**src/hdl/tlx_params.svh**
```systemverilog
`ifndef TLX_PARAMS_SVH
`define TLX_PARAMS_SVH
`define OPC_LATCH_HI 6'h29
`define OPC_LATCH_RD 6'h28
`define OPC_TEST_ZERO_SKIP 8'h33
`define OPC_XOR_LITERAL 8'hB4
`define POS_LATCH_T 9
`define LATCH_RESET 16'h0000
`define WORKING_REG_RESET 8'h00
`define BYTE_RESET 8'h00
`define IR_RESET 16'h0000
`define ZFLAG_RESET 1'b0
`endif

```
**src/hdl/tlx_pkg.sv**
```systemverilog
package tlx_pkg;
  typedef enum logic [3:0] {
    PH_Q1 = 4'b0001,
    PH_Q2 = 4'b0010,
    PH_Q3 = 4'b0100,
    PH_Q4 = 4'b1000
  } phase_t;
  typedef enum logic [4:0] {
    OP_NONE = 5'b00001,
    OP_LWR = 5'b00010,
    OP_LRD = 5'b00100,
    OP_TSZ = 5'b01000,
    OP_XOR = 5'b10000
  } op_t;
endpackage
```
**src/hdl/latch_byte.sv**
```systemverilog
`timescale 1ns/1ps
`include "tlx_params.svh"
module latch_byte (
  input wire logic mclk_in,
  input wire logic rst_in,
  input wire logic load_in,
  input wire logic [7:0] data_in,
  output logic [7:0] value_out
);
  logic [7:0] next_value;
  always_comb begin
    next_value = value_out;
    if (load_in) begin
      next_value = data_in;
    end
  end
  always_ff @(posedge mclk_in or posedge rst_in) begin
    if (rst_in) begin
      value_out <= `BYTE_RESET;
    end else begin
      value_out <= next_value;
    end
  end
endmodule

```
**src/hdl/table_latch_skip_xor_exec.sv**
```systemverilog
`timescale 1ns/1ps
`include "tlx_params.svh"
// Function
// - latch write copies file to selected byte
// - latch holds word for program write
// - zero file value skips next instruction
// - decode 0x33 upper byte, flags untouched
// - skip cycle is forced no-operation
// - xor literal into working register, zero
// - latch read copies byte to file
module table_latch_skip_xor_exec (
  input wire logic mclk_in,
  input wire logic rst_in,
  input wire logic [15:0] instr_in,
  input wire logic [7:0] file_rdata_in,
  output logic [7:0] file_addr_out,
  output logic file_rd_out,
  output logic file_wr_out,
  output logic [7:0] file_wdata_out,
  output logic [15:0] table_latch_out,
  output logic [7:0] working_register_out,
  output logic zero_flag_out,
  output logic skip_out,
  output tlx_pkg::phase_t phase_out
);
  import tlx_pkg::*;

  // ---------------------------------------------
  // registers and strobes
  // ---------------------------------------------
  phase_t phase;
  phase_t next_phase;
  op_t op;
  op_t next_op;
  logic [15:0] ir;
  logic [15:0] next_ir;
  logic skip_cyc;
  logic next_skip_cyc;
  logic [7:0] rdata;
  logic [7:0] next_rdata;
  logic [7:0] wdata;
  logic [7:0] next_wdata;
  logic fwr;
  logic next_fwr;
  logic [7:0] work_reg;
  logic [7:0] next_work_reg;
  logic zflag;
  logic next_zflag;
  logic [7:0] xor_res;
  logic ld_lo;
  logic ld_hi;
  logic [7:0] lat_lo;
  logic [7:0] lat_hi;

  // ---------------------------------------------
  // instruction decode
  // ---------------------------------------------
  function automatic op_t decode(input logic [15:0] i);
    if (i[15:10] == `OPC_LATCH_HI) begin
      decode = OP_LWR;
    end else if (i[15:10] == `OPC_LATCH_RD) begin
      decode = OP_LRD;
    end else if (i[15:8] == `OPC_TEST_ZERO_SKIP) begin
      decode = OP_TSZ;
    end else if (i[15:8] == `OPC_XOR_LITERAL) begin
      decode = OP_XOR;
    end else begin
      decode = OP_NONE;
    end
  endfunction

  // ---------------------------------------------
  // phase sequencer
  // ---------------------------------------------
  always_comb begin
    next_phase = PH_Q1;
    case (phase)
      PH_Q1: begin
        next_phase = PH_Q2;
      end
      PH_Q2: begin
        next_phase = PH_Q3;
      end
      PH_Q3: begin
        next_phase = PH_Q4;
      end
      PH_Q4: begin
        next_phase = PH_Q1;
      end
      default: begin
        next_phase = PH_Q1;
      end
    endcase
  end

  always_ff @(posedge mclk_in or posedge rst_in) begin
    if (rst_in) begin
      phase <= PH_Q1;
    end else begin
      phase <= next_phase;
    end
  end

  // ---------------------------------------------
  // instruction register and skip cycle
  // ---------------------------------------------
  always_comb begin
    next_ir = ir;
    next_op = op;
    next_skip_cyc = skip_cyc;
    case (phase)
      PH_Q1: begin
        next_ir = instr_in;
        // forced no-operation discards the prefetched word
        next_op = skip_cyc ? OP_NONE : decode(instr_in);
      end
      PH_Q4: begin
        next_skip_cyc = 1'b0;
        if (op == OP_TSZ) begin
          next_skip_cyc = (rdata == 8'h00);
        end
      end
      default: begin
        next_skip_cyc = skip_cyc;
      end
    endcase
  end

  always_ff @(posedge mclk_in or posedge rst_in) begin
    if (rst_in) begin
      ir <= `IR_RESET;
      op <= OP_NONE;
      skip_cyc <= 1'b0;
    end else begin
      ir <= next_ir;
      op <= next_op;
      skip_cyc <= next_skip_cyc;
    end
  end

  // ---------------------------------------------
  // file data path
  // ---------------------------------------------
  always_comb begin
    next_rdata = rdata;
    next_wdata = wdata;
    next_fwr = 1'b0;
    case (phase)
      PH_Q2: begin
        next_rdata = file_rdata_in;
      end
      PH_Q3: begin
        // write strobe stands through the fourth phase only
        if (op == OP_LRD) begin
          next_wdata = ir[`POS_LATCH_T] ? lat_hi : lat_lo;
          next_fwr = 1'b1;
        end
      end
      default: begin
        next_fwr = 1'b0;
      end
    endcase
  end

  always_ff @(posedge mclk_in or posedge rst_in) begin
    if (rst_in) begin
      rdata <= `BYTE_RESET;
      wdata <= `BYTE_RESET;
      fwr <= 1'b0;
    end else begin
      rdata <= next_rdata;
      wdata <= next_wdata;
      fwr <= next_fwr;
    end
  end

  // ---------------------------------------------
  // working register and zero flag
  // ---------------------------------------------
  always_comb begin
    xor_res = work_reg ^ ir[7:0];
    next_work_reg = work_reg;
    next_zflag = zflag;
    case (phase)
      PH_Q4: begin
        if (op == OP_XOR) begin
          next_work_reg = xor_res;
          next_zflag = (xor_res == 8'h00);
        end
      end
      default: begin
        next_work_reg = work_reg;
      end
    endcase
  end

  always_ff @(posedge mclk_in or posedge rst_in) begin
    if (rst_in) begin
      work_reg <= `WORKING_REG_RESET;
      zflag <= `ZFLAG_RESET;
    end else begin
      work_reg <= next_work_reg;
      zflag <= next_zflag;
    end
  end

  // ---------------------------------------------
  // table latch bytes
  // ---------------------------------------------
  always_comb begin
    ld_lo = 1'b0;
    ld_hi = 1'b0;
    // the byte not selected keeps its value
    if (phase == PH_Q4 && op == OP_LWR) begin
      ld_hi = ir[`POS_LATCH_T];
      ld_lo = !ir[`POS_LATCH_T];
    end
  end

  latch_byte u_lo (
    .mclk_in(mclk_in),
    .rst_in(rst_in),
    .load_in(ld_lo),
    .data_in(rdata),
    .value_out(lat_lo)
  );
  latch_byte u_hi (
    .mclk_in(mclk_in),
    .rst_in(rst_in),
    .load_in(ld_hi),
    .data_in(rdata),
    .value_out(lat_hi)
  );

  // ---------------------------------------------
  // outputs
  // ---------------------------------------------
  assign table_latch_out = {lat_hi, lat_lo};
  assign file_addr_out = ir[7:0];
  assign file_rd_out = (phase == PH_Q2) && (op == OP_LWR || op == OP_TSZ);
  assign file_wr_out = fwr;
  assign file_wdata_out = wdata;
  assign working_register_out = work_reg;
  assign zero_flag_out = zflag;
  assign skip_out = skip_cyc;
  assign phase_out = phase;
endmodule

```
**config.mk**
```make
export PLATFORM = sky130hd
export DESIGN_NAME = table_latch_skip_xor_exec
export DESIGN_NICKNAME = d
export VERILOG_FILES = /design/src/hdl/tlx_pkg.sv /design/src/hdl/latch_byte.sv /design/src/hdl/table_latch_skip_xor_exec.sv
export VERILOG_INCLUDE_DIRS = /design/src /design/src/hdl
export SDC_FILE = /design/constraint.sdc
export NUM_CORES = 1
export LEC_CHECK = 0
export BUFFER_PORTS_ARGS = -buffer_cell sky130_fd_sc_hd__buf_2
export CAP_MARGIN = 20
export CORE_MARGIN = 8
export CORE_UTILIZATION = 40
export CTS_BUF_LIST = sky130_fd_sc_hd__clkbuf_16
export CTS_CLUSTER_DIAMETER = 40
export DETAILED_ROUTE_END_ITERATION = 7
export SLEW_MARGIN = 20
export SYNTH_ARGS = -nofsm -noshare
export SYNTH_HDL_FRONTEND = slang
export SYNTH_SLANG_ARGS = --single-unit
export TNS_END_PERCENT = 50
```
**constraint.sdc**
```tcl
create_clock -name mclk_in -period 5.15 [get_ports mclk_in]
set_input_delay 0.2575 -clock mclk_in [delete_from_list [all_inputs] [get_ports mclk_in]]
set_output_delay 0.2575 -clock mclk_in [all_outputs]
set_load 0.01 [all_outputs]
```
=== Word level (Yosys, flattened, before mapping) ===
Cells that the tools add are included.

* Register bits after elaboration: 62
* Word-level logic and storage cells: 44
* Output and inout port bits: 48
* Input port bits: 26

* Reduce and logical (&&, ||, !) cells: 8
* Mux-type cells: 12
* Eq/ne operators: 12
* Bitwise operators: 1

{| class="wikitable"
|+ Operator list
! kind !! count
|-
| $mux 5 || 5
|-
| $logic_not 8->1 || 2
|-
| $eq 6x6->1 const B || 2
|-
| $pmux 4 s3 || 1
|-
| $eq 8x6->1 const B || 1
|-
| $eq 8x8->1 const B || 1
|-
| $mux 8 || 1
|-
| $xor 8x8->8 || 1
|-
| $eq 5x2->1 const B || 1
|-
| $eq 5x3->1 const B || 1
|-
| $eq 5x4->1 const B || 1
|-
| $eq 5x5->1 const B || 1
|-
| $mux 1 || 5
|-
| $eq 4x1->1 const B || 1
|-
| $eq 4x2->1 const B || 1
|-
| $eq 4x3->1 const B || 1
|-
| $eq 4x4->1 const B || 1
|-
| $reduce_and 2->1 || 2
|-
| $logic_and 1x1->1 || 2
|-
| $logic_not 1->1 || 1
|-
| $logic_or 1x1->1 || 1
|}

=== Depth between registers and ports, before layout ===
Gate-level depths: netlist (run 1).

* Word-level depth: 6
* Gate-level depth with buffers: 7
* Gate-level depth less buffers: 4

=== Hierarchy ===
Synthesis (run 1) repeated with hierarchy kept, for this count alone.

* Cells, all modules: 222
* Area, all modules: 2778.9 µm²

{| class="wikitable"
|+ By module, submodules not included
! module !! area each (µm²) !! seq. area each (µm²) !! times used !! cells each
|-
| table_latch_skip_xor_exec || 2108.3 || 1128.6 || 1 || 186
|-
| latch_byte || 335.3 || 200.2 || 2 || 18
|}

=== Worst setup path after synthesis (run 1) ===
Ideal clock, no wire load.

* Kind: register to register
* Start: register phase[1], in the netlist phase_out[1]
* End: register u_lo.value_out[0]
* Setup slack: 3245 ps
* Path buffers: 1
* Required time: 5025 ps
* Library setup time: 125 ps
* Clock period less this slack: 1905 ps
* Stages on the path, launching flop included: 6
* Arrival time: 1780 ps
* Path through: dfrtp_1 -> or4b_4 -> nor2_4 -> and4b_1 -> buf_6 -> mux2_4

* Word-level cells in the longest chain between the ends: 3

{| class="wikitable"
|+ RTL lines
! item !! RTL line !! RTL
|-
| start, declared || table_latch_skip_xor_exec.sv:31 || <nowiki>phase_t phase;</nowiki>
|-
| start signal, assigned || table_latch_skip_xor_exec.sv:100 || <nowiki>phase <= next_phase;</nowiki>
|-
| $eq 4x4->1 || table_latch_skip_xor_exec.sv:214 || <nowiki>if (phase == PH_Q4 && op == OP_LWR) begin</nowiki>
|-
| $logic_and 1x1->1 || table_latch_skip_xor_exec.sv:214 ||
|-
| $mux 1 || table_latch_skip_xor_exec.sv:214 ||
|-
| end signal, assigned || latch_byte.sv:19 || <nowiki>value_out <= `BYTE_RESET;</nowiki>
|-
| end signal, assigned || latch_byte.sv:21 || <nowiki>value_out <= next_value;</nowiki>
|-
| end, declared || latch_byte.sv:8 || <nowiki>output logic [7:0] value_out</nowiki>
|}

Every way passes these cells.
A chain may end at the register's enable or synchronous reset.

=== Worst setup path after layout (run 1) ===
* Start: register phase[1], in the netlist phase_out[1]
* End: register u_lo.value_out[3]

Same word-level chain as after synthesis.

==> results, run 1 <==
- The max-slew violation total from the final report is 0.
- The overall power of the completed layout is 0.00121 W.
- The analysis attributes to cell leakage a power of 1.77 nW.
- The number of setup buffers added after CTS is 0.
- In this run the vertical extent of the chip is 98.2 um.
- The via count of the first global-routing pass was 1933.
- The synthesis warning total is 0.
- The number of antenna violations at the first check in global routing came to 0.
- The count of port buffers added during placement is 73.
- The worst setup path is launched from a flop.
- The maximum number of buffers from clock root to sink is 2.
- The overall routing resource usage is 0.135.
- The floorplan step defined a die boundary enclosing 9640 sq um.
- The total via count after detailed routing is 1852.
- The clock-pin slew on the worst setup and hold paths is 50 ps.
- In the final routed layout, each cell accounts on average for 16.4 um.
- In this run the worst hold path is classified as input port to flop.
- Derived from the worst setup path, the maximum achievable clock frequency is 467 MHz.
- The first global-routing pass estimated 10200 um of wire.
- The DRC violation count after routing is 0.
- The detail route stage leaves a number of antenna-violating nets equal to 0.
- The cell chosen for the clock root is sky130_fd_sc_hd__clkbuf_16.
- For this run, global-route usage on met2 was measured as 0.200.
- The tool flagged a number of max-cap violations equal to 0.
- At the pin with the least slew margin, the transition time is 769 ps.
- The setup-violating endpoint count in the final report is 0.
- For this run, global-route usage on met1 was measured as 0.175.
- Setup repair after global routing left no endpoint under its margin.
- In this run, distinct cell masters in the synthesized netlist total 37.
- The post-route clock skew is 4.24 ps.
- The average vias per placed instance is 4.94.
- Counting flops with an async set or reset pin after synthesis yields a share of 1.00.
- STA puts the critical path data arrival time at 2340 ps.
- Across the VDD grid, the largest voltage drop is 188 uV.
- The average cell area after synthesis is 12.1 sq um.
- The number of hold buffers added after CTS was 0.
- Leaving out filler cells and counting taps, the final layout contains 375.
- The clock buffer count from CTS is 9.
- The number of nets in the layout is 317.
- The number of inserted filler cells in the final layout is 627.
- The signal on the critical path passes through or4b_4, nor2_4, and4b_1, mux2_4.
- met2 is the most crowded layer.
- In the final timing run, aggregate negative setup slack is 0 ps.
- The part of the cycle the worst path needs is 0.416.
- For this design the ratio of total power to cell area is 355 nW/um^2.
- The cell area that synthesis handed to floorplanning was 2700 sq um.
- After global routing the overflow that remains totals 0.
- The data required time of the worst path is 5350 ps.
- Including well taps, the total number of placed cells is 360.
- The number of cells produced by synthesis is 223.
- The starting utilization of the core area is 0.404.
- Counting flops and latches in the post-synthesis netlist gives 61.
- The final layout contains routed wiring with a total length of 6130 um.
- Of the cells placed in the final design, the portion with a size suffix greater than 1 is 0.407.
- The final weighted congestion of routability-driven global placement is 0.723.
- The number of synthesized flops with an enable pin is 0.
- 0 antenna diodes ended up in the layout.
- The fraction of met3 tracks used by global routing is 0.0341.
- The horizontal die dimension is 98.2 um.
- Counting every net in the synthesized netlist gives 249.
- STA classifies the critical path endpoint as a flop.
- Along the worst path, the maximum fanout reaches 8.
- The number of cells upsized or downsized after cts is 0.
- After legalization and detailed placement, the total HPWL measured 4400 um.
- The pin count of the biggest net entering global routing is 62.
- Among all flip-flop cells after synthesis, the most frequent one is sky130_fd_sc_hd__dfrtp_1.
- The run finished with clean final reports.
- The critical path's largest stage delay is 600 ps.
- The cell row count is 30.
- The final-report hold violation count came to 0.
- For the finished layout, the period the worst path requires is 2140 ps.
- Of the synthesized area, sequential elements account for 0.566.
- The boundary pin count is 74.
- The floorplan core area is 6680 sq um.
- The length of the first detailed-routing pass in iterations is 3.
- The number of H-tree levels is 3.
- TritonCTS built the clock tree.
- After the first detailed-routing iteration, the DRC count stood at 44.
- The worst max-slew margin expressed relative to the limit is 0.487.
- The critical path start-end classification is flop to flop.
- The number of sinks on the clock net is 61.
- Compared with the post-synthesis result, the final layout area differs by 25.9%.
- The slowest stage of the critical path is the sky130_fd_sc_hd__or4b_4 cell.
- The clock latency of the later-clocked register in the worst-skew pair is 320 ps.
==> path summary, 6_finish.rpt <==
path                                              start                 endpoint  slack [ps]  cells past startpoint
worst max-delay path                       phase_out[1]        u_lo.value_out[3]        3010                      4
worst min-delay path                        instr_in[3]                    ir[3]         130                      3
worst min register to register  working_register_out[6]  working_register_out[6]         510                      1
worst max register to register             phase_out[1]        u_lo.value_out[3]        3010                      4
min in group asynchronous                        rst_in  working_register_out[4]         170                      3
max in group asynchronous                        rst_in                 skip_out        4490                      3
==> cell usage after synthesis, drive strengths merged (3+ instances only) <==
cell / n / area, sq um
nor2: 10 / 45.0
mux2: 24 / 300
nor4b: 3 / 26.3
mux2i: 8 / 80.1
buf: 15 / 109
inv: 3 / 11.3
xor2: 9 / 78.8
nand2b: 3 / 18.8
a21oi: 8 / 40.0
xnor2: 8 / 70.1
nor3: 3 / 26.3
nand2: 41 / 154
dfrtp: 59 / 1480
or4b: 3 / 33.8
nor4: 5 / 31.3
==> sequential cells by signal (all words and copies together) (netlist names) <==
signal	count
ir	9
file_wr_out	1
phase_out	4
rdata	8
working_register_out	8
op	5
zero_flag_out	1
file_wdata_out	8
u_lo.value_out	8
skip_out	1
u_hi.value_out	8
==> cell type report <==
class	count	area [sq um]	area share
Clock buffer	9	225	0.0662
Clock inverter	6	104	0.0305
Inverter	3	11.3	0.00331
Multi-Input combinational cell	142	1060	0.311
Sequential cell	61	1530	0.450
Tap cell	80	100	0.0294
Timing Repair Buffer	74	373	0.110
==> placed cells by master (no fill, tap or decap), types with 2 or more instances in the layout <==
cell,count
sky130_fd_sc_hd__nand2_1,41
sky130_fd_sc_hd__and3_1,2
sky130_fd_sc_hd__bufinv_16,3
sky130_fd_sc_hd__or4b_1,2
sky130_fd_sc_hd__mux2_2,16
sky130_fd_sc_hd__o21ai_0,2
sky130_fd_sc_hd__buf_2,73
sky130_fd_sc_hd__o31ai_1,2
sky130_fd_sc_hd__nor2_1,9
sky130_fd_sc_hd__nor3_1,2
sky130_fd_sc_hd__mux2i_1,8
sky130_fd_sc_hd__a21oi_1,8
sky130_fd_sc_hd__clkinv_2,2
sky130_fd_sc_hd__nor4_1,5
sky130_fd_sc_hd__nand3_1,2
sky130_fd_sc_hd__xor2_1,9
sky130_fd_sc_hd__dfstp_2,2
sky130_fd_sc_hd__nand2b_1,3
sky130_fd_sc_hd__mux2_4,8
sky130_fd_sc_hd__xnor2_1,8
sky130_fd_sc_hd__inv_1,3
sky130_fd_sc_hd__dfrtp_1,59
sky130_fd_sc_hd__nor4b_1,2
sky130_fd_sc_hd__clkbuf_16,9
==> power by group <==
part	total, W	switching [W]	internal (W)
sequential	0.000500	0.0000118	0.000488
combinational	0.0000404	0.0000217	0.0000187
clock	0.000667	0.000201	0.000466
total	0.00121	0.000235	0.000973
==> layer usage <==
metal  up-vias  share of wire
li1        895              -
met1       904           0.48
met2        42           0.45
met3        11          0.042
met4         0          0.022
met5         -              0
==> critical path: cells and delay by family (launching register included) <==
family	cells	cell delay (ps)
and+or+nand+nor	3	1250
DFF	1	420
muxes	1	350
==> logic make-up after synthesis <==
logic type,after synthesis,share of synthesized area
buffers and inverters,20,0.0473
flip-flops,61,0.566
multiplexers,32,0.141
AND/OR/NAND/NOR,78,0.156
XOR/XNOR,17,0.0551
AO/OA/AOI/OAI,15,0.0343
==> through the flow <==
stage / worst slack (ps) / cell area [sq um] / hold WS (ps) / utilization
after CTS: 2780 / 3390 / 116 / 0.508
final: 3010 / 3400 / 126 / 0.509
after detailed placement: 3030 / 3060 / 451 / 0.458
after global routing: 2910 / 3400 / 130 / 0.509
after global placement: 3070 / 3060 / 449 / 0.458
after floorplan: 3240 / 2700 / 355 / -
No activity file was read; power rests on OpenSTA's default activity.
==> run 2, diff against run 1 <==
clock period = 2.05 ns   (was 5.15 ns; I/O delays follow)
==> results, run 2 (synthesis results as in run 1) <==
- The flow ran to the end, and the final reports show no timing, DRC or antenna violations.
- The number of cells upsized or downsized after cts is 0 (unchanged).
- The length of the first detailed-routing pass in iterations is 5 (+2).
- The clock-pin slew on the worst setup and hold paths is 50 ps (about the same).
- The clock latency of the later-clocked register in the worst-skew pair is 320 ps (about the same).
- The part of the cycle the worst path needs is 0.951 (+0.535).
- The floorplan core area came to 6680 sq um (unchanged).
- The cell row count came to 30 (unchanged).
- Traced cell by cell, the critical path runs through or4b_4, nor2_4, and4b_1, buf_12, mux2_4.
- The endpoint class of the critical path is a flop.
- The fraction of power consumed by combinational cells is 0.043 (+0.010).
- The flip-flop count of the largest register after layout is 9 (unchanged).
- The count of antenna-violating nets left after detailed routing was 0 (unchanged).
- The number of antenna diodes is 0 (unchanged).
- The total wire length after detailed routing is 6260 um (+2.0%).
- The pin count of the biggest net entering global routing is 36 (-42%).
- The number of H-tree levels is 3 (unchanged).
- The largest individual stage delay along the critical path comes from the cell sky130_fd_sc_hd__or4b_4.
- The critical path start-end classification is flop to flop.
- CTS placed an instance of sky130_fd_sc_hd__clkbuf_16 at the clock tree root.
- The largest register by flop count is ir.
- The aggregate global routing overflow is 0 (unchanged).
- The maximum ir drop on the vdd rail is 514 uV (+170%).
- The die span in y was 98.2 um (unchanged).
- The fraction of layout instances using a drive strength above 1 is 0.413 (+0.00592).
- The count of port buffers added during placement came to 73 (unchanged).
- The boundary pin count is 74 (unchanged).
- The leakage power total came to 1.86 nW (+4.6%).
- The time the final worst path needs with I/O delays and setup came to 1950 ps (-192 ps).
- The maximum net fanout on the critical path was 8 (unchanged).
- The final weighted congestion of routability-driven global placement came to 0.744 (+2.8%).
- The worst path arrival time is 2150 ps (-190 ps).
- The maximum number of buffers from clock root to sink is 2 (unchanged).
- The critical path buffer and inverter count is 1 (+1).
- The average wire per standard cell was 15.8 um (-3.1%).
- The worst hold-check path type is input port to flop.
- The number of sinks on the clock net is 61 (unchanged).
- The first-pass GRT wire length was 10200 um (+0.14%).
- The worst setup margin is 101 ps (-2910 ps).
- The internal power of the cells is 0.00235 W (+140%).
- The DRC violation count after routing is 0 (unchanged).
- The HPWL reported at the end of detailed placement is 4540 um (+3.3%).
- The setup-violating endpoint count in the final report was 0 (unchanged).
- The proportion of total power due to net switching is 0.206 (+0.0114).
- The data required time of the worst path is 2250 ps (-3100 ps).
- Leaving out fill and tap cells, the most frequent cell in the layout is sky130_fd_sc_hd__buf_2.
- The final-report hold violation count is 0 (unchanged).
- The critical path's largest stage delay was 600 ps (about the same).
- The post-route clock skew came to 4.26 ps (+0.0237 ps).
- Relative to the synthesized area, the layout overhead comes to 32.3%.
- The worst max-slew margin expressed relative to the limit came to 0.601 (+0.114).
- The clock buffer count from CTS came to 9 (unchanged).
- The portion of total power attributed to sequential cells was 0.423 (+0.009).
- Among cell families on the critical path, the largest total delay comes from simple AND/OR/NAND/NOR gates.
- The power density over the cells is 827 nW/um^2 (+130%).
- The overall routing resource usage is 0.135 (+0.000139).
- The worst slack after detailed placement was 115 ps (-2910 ps).
- The TritonCTS clock tree is yes.
- The average vias per placed instance was 4.86 (-1.5%).
- The sum of negative setup slack is 0 ps (unchanged).
- The number of nets in the layout came to 336 (+6.0%).
- The power dissipated by switching net loads is 0.000609 W (+160%).
- The worst hold slack was 10.3 ps (-115 ps).
- The portion of total power attributed to the clock network was 0.533 (-0.019).
- The starting utilization of the core area is 0.404 (unchanged).
- The startpoint type of the worst setup path is a flop.
- The DRC violation total after the first TritonRoute iteration is 50 (+14%).
- The overall power of the completed layout is 0.00296 W (+140%).
- The horizontal die dimension is 98.2 um (unchanged).
- The die footprint is 9640 sq um (unchanged).
- In the layout the commonest cells are sky130_fd_sc_hd__buf_2, sky130_fd_sc_hd__dfrtp_1, sky130_fd_sc_hd__nand2_1.
- The total via count after detailed routing is 1921 (+3.7%).
- The highest clock rate is 513 MHz (+9.9%).
- The via count of the first global-routing pass is 2070 (+7.1%).
- The pin slew with the least headroom to its limit is 597 ps (-172 ps).
- The max-capacitance violation count came to 0 (unchanged).
- The number of antenna violations at the first check in global routing is 0 (unchanged).
- Setup repair after global routing left no endpoint under its margin.
- The max-slew violation total from the final report is 0 (unchanged).
run 2: cell types whose count changed in the layout (fill, tap and decap cells not counted):
cell / change
sky130_fd_sc_hd__clkinvlp_4: +2
sky130_fd_sc_hd__bufinv_16: -1
sky130_fd_sc_hd__buf_4: +6
sky130_fd_sc_hd__dlygate4sd3_1: +11
sky130_fd_sc_hd__clkinv_2: +1
sky130_fd_sc_hd__inv_1: -1
sky130_fd_sc_hd__buf_12: +2
sky130_fd_sc_hd__nor4b_2: +1
sky130_fd_sc_hd__nor4b_4: -1
run 2: final timing paths:
check | cells after the start | end | slack [ps] | start
max in group asynchronous | 4 | phase_out[0] | 990 | rst_in
min | 2 | rdata[5] | 10 | file_rdata_in[5]
min reg2reg | 1 | working_register_out[4] | 510 | working_register_out[4]
min in group asynchronous | 3 | working_register_out[7] | 400 | rst_in
max reg2reg | 5 | u_lo.value_out[6] | 100 | phase_out[1]
max | 5 | u_lo.value_out[6] | 100 | phase_out[1]
run 2: through the flow:
stage / cells / instance area [sq um] / util
3_5_place_dp: 368 / 3150 / 0.471
4_1_cts: 395 / 3570 / 0.535
3_3_place_gp: 368 / 3150 / 0.471
2_1_floorplan: 223 / 2700 / -
6_report: 395 / 3570 / 0.535
5_1_grt: 395 / 3570 / 0.535
run 2: metal layers:
layer	vias up	wire, um	global-route usage
met3	8	303	0.0413
met2	52	2880	0.207
li1	931	-	-
met4	0	116	0.0708
met1	930	2960	0.167
met5	-	0	0
run 2: layout make-up:
| cell class | count | area [sq um] |
|---|---|---|
| well taps | 80 | 100 |
| multi-input cells | 142 | 1050 |
| clock buffers | 9 | 225 |
| fillers | 579 | 3110 |
| inverters | 3 | 11.3 |
| flip-flops and latches | 61 | 1530 |
| repair buffers | 93 | 568 |
| clock inverters | 7 | 90.1 |
run 2: worst reg2reg max path, cell delays in order, from the launching register on:
cell and delay, ps:
sky130_fd_sc_hd__dfrtp_1 410, sky130_fd_sc_hd__or4b_4 600, sky130_fd_sc_hd__nor2_4 130, sky130_fd_sc_hd__and4b_1 240, sky130_fd_sc_hd__buf_12 150, sky130_fd_sc_hd__mux2_4 300
run 2: timing repair:
action,CTS,global route
hold endpoints to repair,36,0
hold buffers,11,0
setup buffers,0,0
run 2: power by group through the flow:
stage               combinational [W]  sequential [W]  clock, W
floorplan                   0.0000702         0.00126         0
global route                 0.000143         0.00125   0.00167
finish                       0.000127         0.00125   0.00158
global placement             0.000113         0.00127         0
detailed placement           0.000114         0.00127         0
CTS                          0.000131         0.00125   0.00162
==> run 3, diff against run 2 <==
BUFFER_PORTS_ARGS = not set   (was -buffer_cell sky130_fd_sc_hd__buf_2)
DONT_BUFFER_PORTS = 1   (was not set)
==> results, run 3 (synthesis results as in run 1) <==
- The internal power of the cells is 0.00246 W (+4.9%).
- The power density over the cells is 918 nW/um^2 (+11%).
- The post-detailed-placement cell area is 2810 sq um (-11%).
- The final weighted congestion of routability-driven global placement is 0.711 (-4.3%).
- The number of antenna violations at the first check in global routing is 0 (unchanged).
- The count of port buffers added during placement is 0 (-100%).
- The number of antenna diodes is 0 (unchanged).
- The portion of total power attributed to sequential cells was 0.409 (-0.014).
- The library cells used most frequently in the layout, excluding fill and tap cells, are sky130_fd_sc_hd__dfrtp_1, sky130_fd_sc_hd__nand2_1, sky130_fd_sc_hd__dlygate4sd3_1.
- The horizontal die dimension was 98.2 um (unchanged).
- The leakage power total came to 1.57 nW (-15%).
- The number of H-tree levels is 3 (unchanged).
- The clock-pin slew on the worst setup and hold paths is 50 ps (about the same).
- The maximum number of buffers from clock root to sink is 2 (unchanged).
- The HPWL reported at the end of detailed placement is 4340 um (-4.5%).
- From synthesis to final layout, the design area changed by 23.9%.
- The cell chosen for the clock root is sky130_fd_sc_hd__clkbuf_16.
- The area of all placed cells without fillers was 3350 sq um (-6.4%).
- The end of the worst hold path is op[3].
- The sum of negative setup slack is 0 ps (unchanged).
- The fraction of layout instances using a drive strength above 1 is 0.232 (-0.180).
- The clock buffer count from CTS was 9 (unchanged).
- The final non-filler cell total is 334 (-15%).
- The run finished with clean final reports.
- The total via count after detailed routing is 1712 (-11%).
- The via count of the first global-routing pass is 1817 (-12%).
- The setup slack of the worst register-to-register path was 140 ps (+40 ps).
- The fraction of power consumed by combinational cells is 0.034 (-0.009).
- The DRC violation total after the first TritonRoute iteration was 78 (+56%).
- The boundary pin count was 74 (unchanged).
- Setup repair after global routing left no endpoint under its margin.
- The starting utilization of the core area came to 0.404 (unchanged).
- The pin slew with the least headroom to its limit is 615 ps (+17.7 ps).
- The count of antenna-violating nets left after detailed routing is 0 (unchanged).
- The data required time of the worst path is 2250 ps (about the same).
- The average vias per placed instance is 5.13 (+5.4%).
- The depth of the worst register-to-register path is 5 (unchanged).
- Walking the worst path, the cells encountered are or4b_4, nor2_4, and4b_1, buf_12, mux2_4.
- The proportion of total power due to net switching is 0.199 (-0.00730).
- The average wire per standard cell is 18.2 um (+15%).
- The DRC violation count after routing is 0 (unchanged).
- The time the final worst path needs with I/O delays and setup came to 1910 ps (-40.9 ps).
- The largest register by flop count is ir.
- The maximum ir drop on the vdd rail is 466 uV (-9.2%).
- The max-slew violation total from the final report is 0 (unchanged).
- The cell with the largest stage delay on the worst path is sky130_fd_sc_hd__or4b_4.
- The number of inserted filler cells in the final layout was 590 (+1.9%).
- The endpoint of the worst-slack reg-to-reg timing path is u_lo.value_out[6].
- The portion of total power attributed to the clock network came to 0.557 (+0.024).
- By startpoint and endpoint, the worst setup path is classified as flop to flop.
- The cell row count is 30 (unchanged).
- The max-capacitance violation count is 0 (unchanged).
- The aggregate global routing overflow is 0 (unchanged).
- The worst max-slew margin expressed relative to the limit was 0.589 (-0.0118).
- The power dissipated by switching net loads is 0.000610 W (+0.28%).
- The first element of the critical path is phase_out[0].
- The worst hold path stage count is 2 (unchanged).
- The worst path arrival time was 2110 ps (-40 ps).
- The final-report hold violation count is 0 (unchanged).
- The first-pass GRT wire length is 9960 um (-2.8%).
- The startpoint identified for the worst hold timing path is instr_in[15].
- The part of the cycle the worst path needs is 0.931 (-0.0199).
- The post-route clock skew is 7.20 ps (+2.93 ps).
- The maximum net fanout on the critical path was 8 (unchanged).
- The flip-flop count of the largest register after layout is 9 (unchanged).
- The number of nets in the layout came to 275 (-18%).
- In this run the critical register-to-register path is launched from phase_out[0].
- The die footprint is 9640 sq um (unchanged).
- The pin count of the biggest net entering global routing came to 30 (-17%).
- The highest clock rate came to 524 MHz (+2.1%).
- The number of placed cells counting well taps is 298 (-19%).
- The top cell family by delay on the critical path is simple AND/OR/NAND/NOR gates.
- The min-delay analysis places its worst path in the category input port to flop.
- The floorplan core area is 6680 sq um (unchanged).
- The die span in y came to 98.2 um (unchanged).
- The length of the first detailed-routing pass in iterations is 4 (-1).
- The critical path's largest stage delay came to 570 ps (-30 ps).
- The startpoint type of the worst setup path is a flop.
- The worst hold slack is 13.2 ps (+2.97 ps).
- The number of sinks on the clock net is 61 (unchanged).
- The leading cell type in the layout, fill and taps excluded is sky130_fd_sc_hd__dfrtp_1.
- The endpoint class of the critical path is a flop.
- The critical path buffer and inverter count is 1 (unchanged).
- The total wire length after detailed routing is 6090 um (-2.6%).
- The overall routing resource usage is 0.132 (-0.00325).
- The setup-violating endpoint count in the final report came to 0 (unchanged).
- The clock latency of the later-clocked register in the worst-skew pair is 320 ps (about the same).
- TritonCTS built the clock tree.
-- run 3: worst reg2reg max path, stage by stage, from the launching register on --
cell,delay (ps)
sky130_fd_sc_hd__dfstp_2,400
sky130_fd_sc_hd__or4b_4,570
sky130_fd_sc_hd__nor2_4,130
sky130_fd_sc_hd__and4b_1,250
sky130_fd_sc_hd__buf_12,150
sky130_fd_sc_hd__mux2_4,300
-- run 3: per-layer routing --
layer	part of all wire	global-route usage	vias up
li1	-	-	817
met4	0.017	0.0673	0
met5	0	0	-
met3	0.063	0.0405	8
met1	0.45	0.165	836
met2	0.47	0.200	51
-- run 3: through the flow --
| step | setup WS (ps) | total power (W) | utilization |
|---|---|---|---|
| after floorplan | 145 | 0.00133 | - |
| after global placement | 159 | 0.00135 | 0.420 |
| after detailed placement | 137 | 0.00135 | 0.420 |
| after CTS | 132 | 0.00311 | 0.501 |
| after global routing | 15.0 | 0.00317 | 0.501 |
| final | 142 | 0.00307 | 0.501 |
-- run 3: area by class of cell --
cell class / instances / area (sq um) / share of cell area
sequential: 61 / 1530 / 0.457
multi-input combinational: 142 / 1050 / 0.314
timing repair buffer: 32 / 315 / 0.0942
clock buffer: 9 / 225 / 0.0673
clock inverter: 7 / 115 / 0.0344
tap: 80 / 100 / 0.0299
inverter: 3 / 11.3 / 0.00337
-- run 3: power by group through the flow --
stage | registers, W | logic (W) | clock network [W]
floorplan | 0.00126 | 0.0000702 | 0
global placement | 0.00128 | 0.0000731 | 0
detailed placement | 0.00128 | 0.0000749 | 0
CTS | 0.00126 | 0.000107 | 0.00175
global route | 0.00126 | 0.000117 | 0.00180
finish | 0.00126 | 0.000103 | 0.00171
-- run 3: what timing repair did --
action / in CTS / in global routing
endpoints found under the hold margin: 46 / 0
setup buffers: 0 / 0
hold buffers: 20 / 0
gates resized for setup: 0 / 0
-- run 3: worst max-delay path by stage --
stage | slack [ps] | depth (start not counted) | to
after CTS | 130 | 5 | u_lo.value_out[6]
after global routing | 20 | 5 | ir[4]
after detailed placement | 140 | 5 | u_lo.value_out[6]
after floorplan | 140 | 5 | u_lo.value_out[0]
after global placement | 160 | 5 | u_lo.value_out[5]
final | 140 | 5 | u_lo.value_out[6]
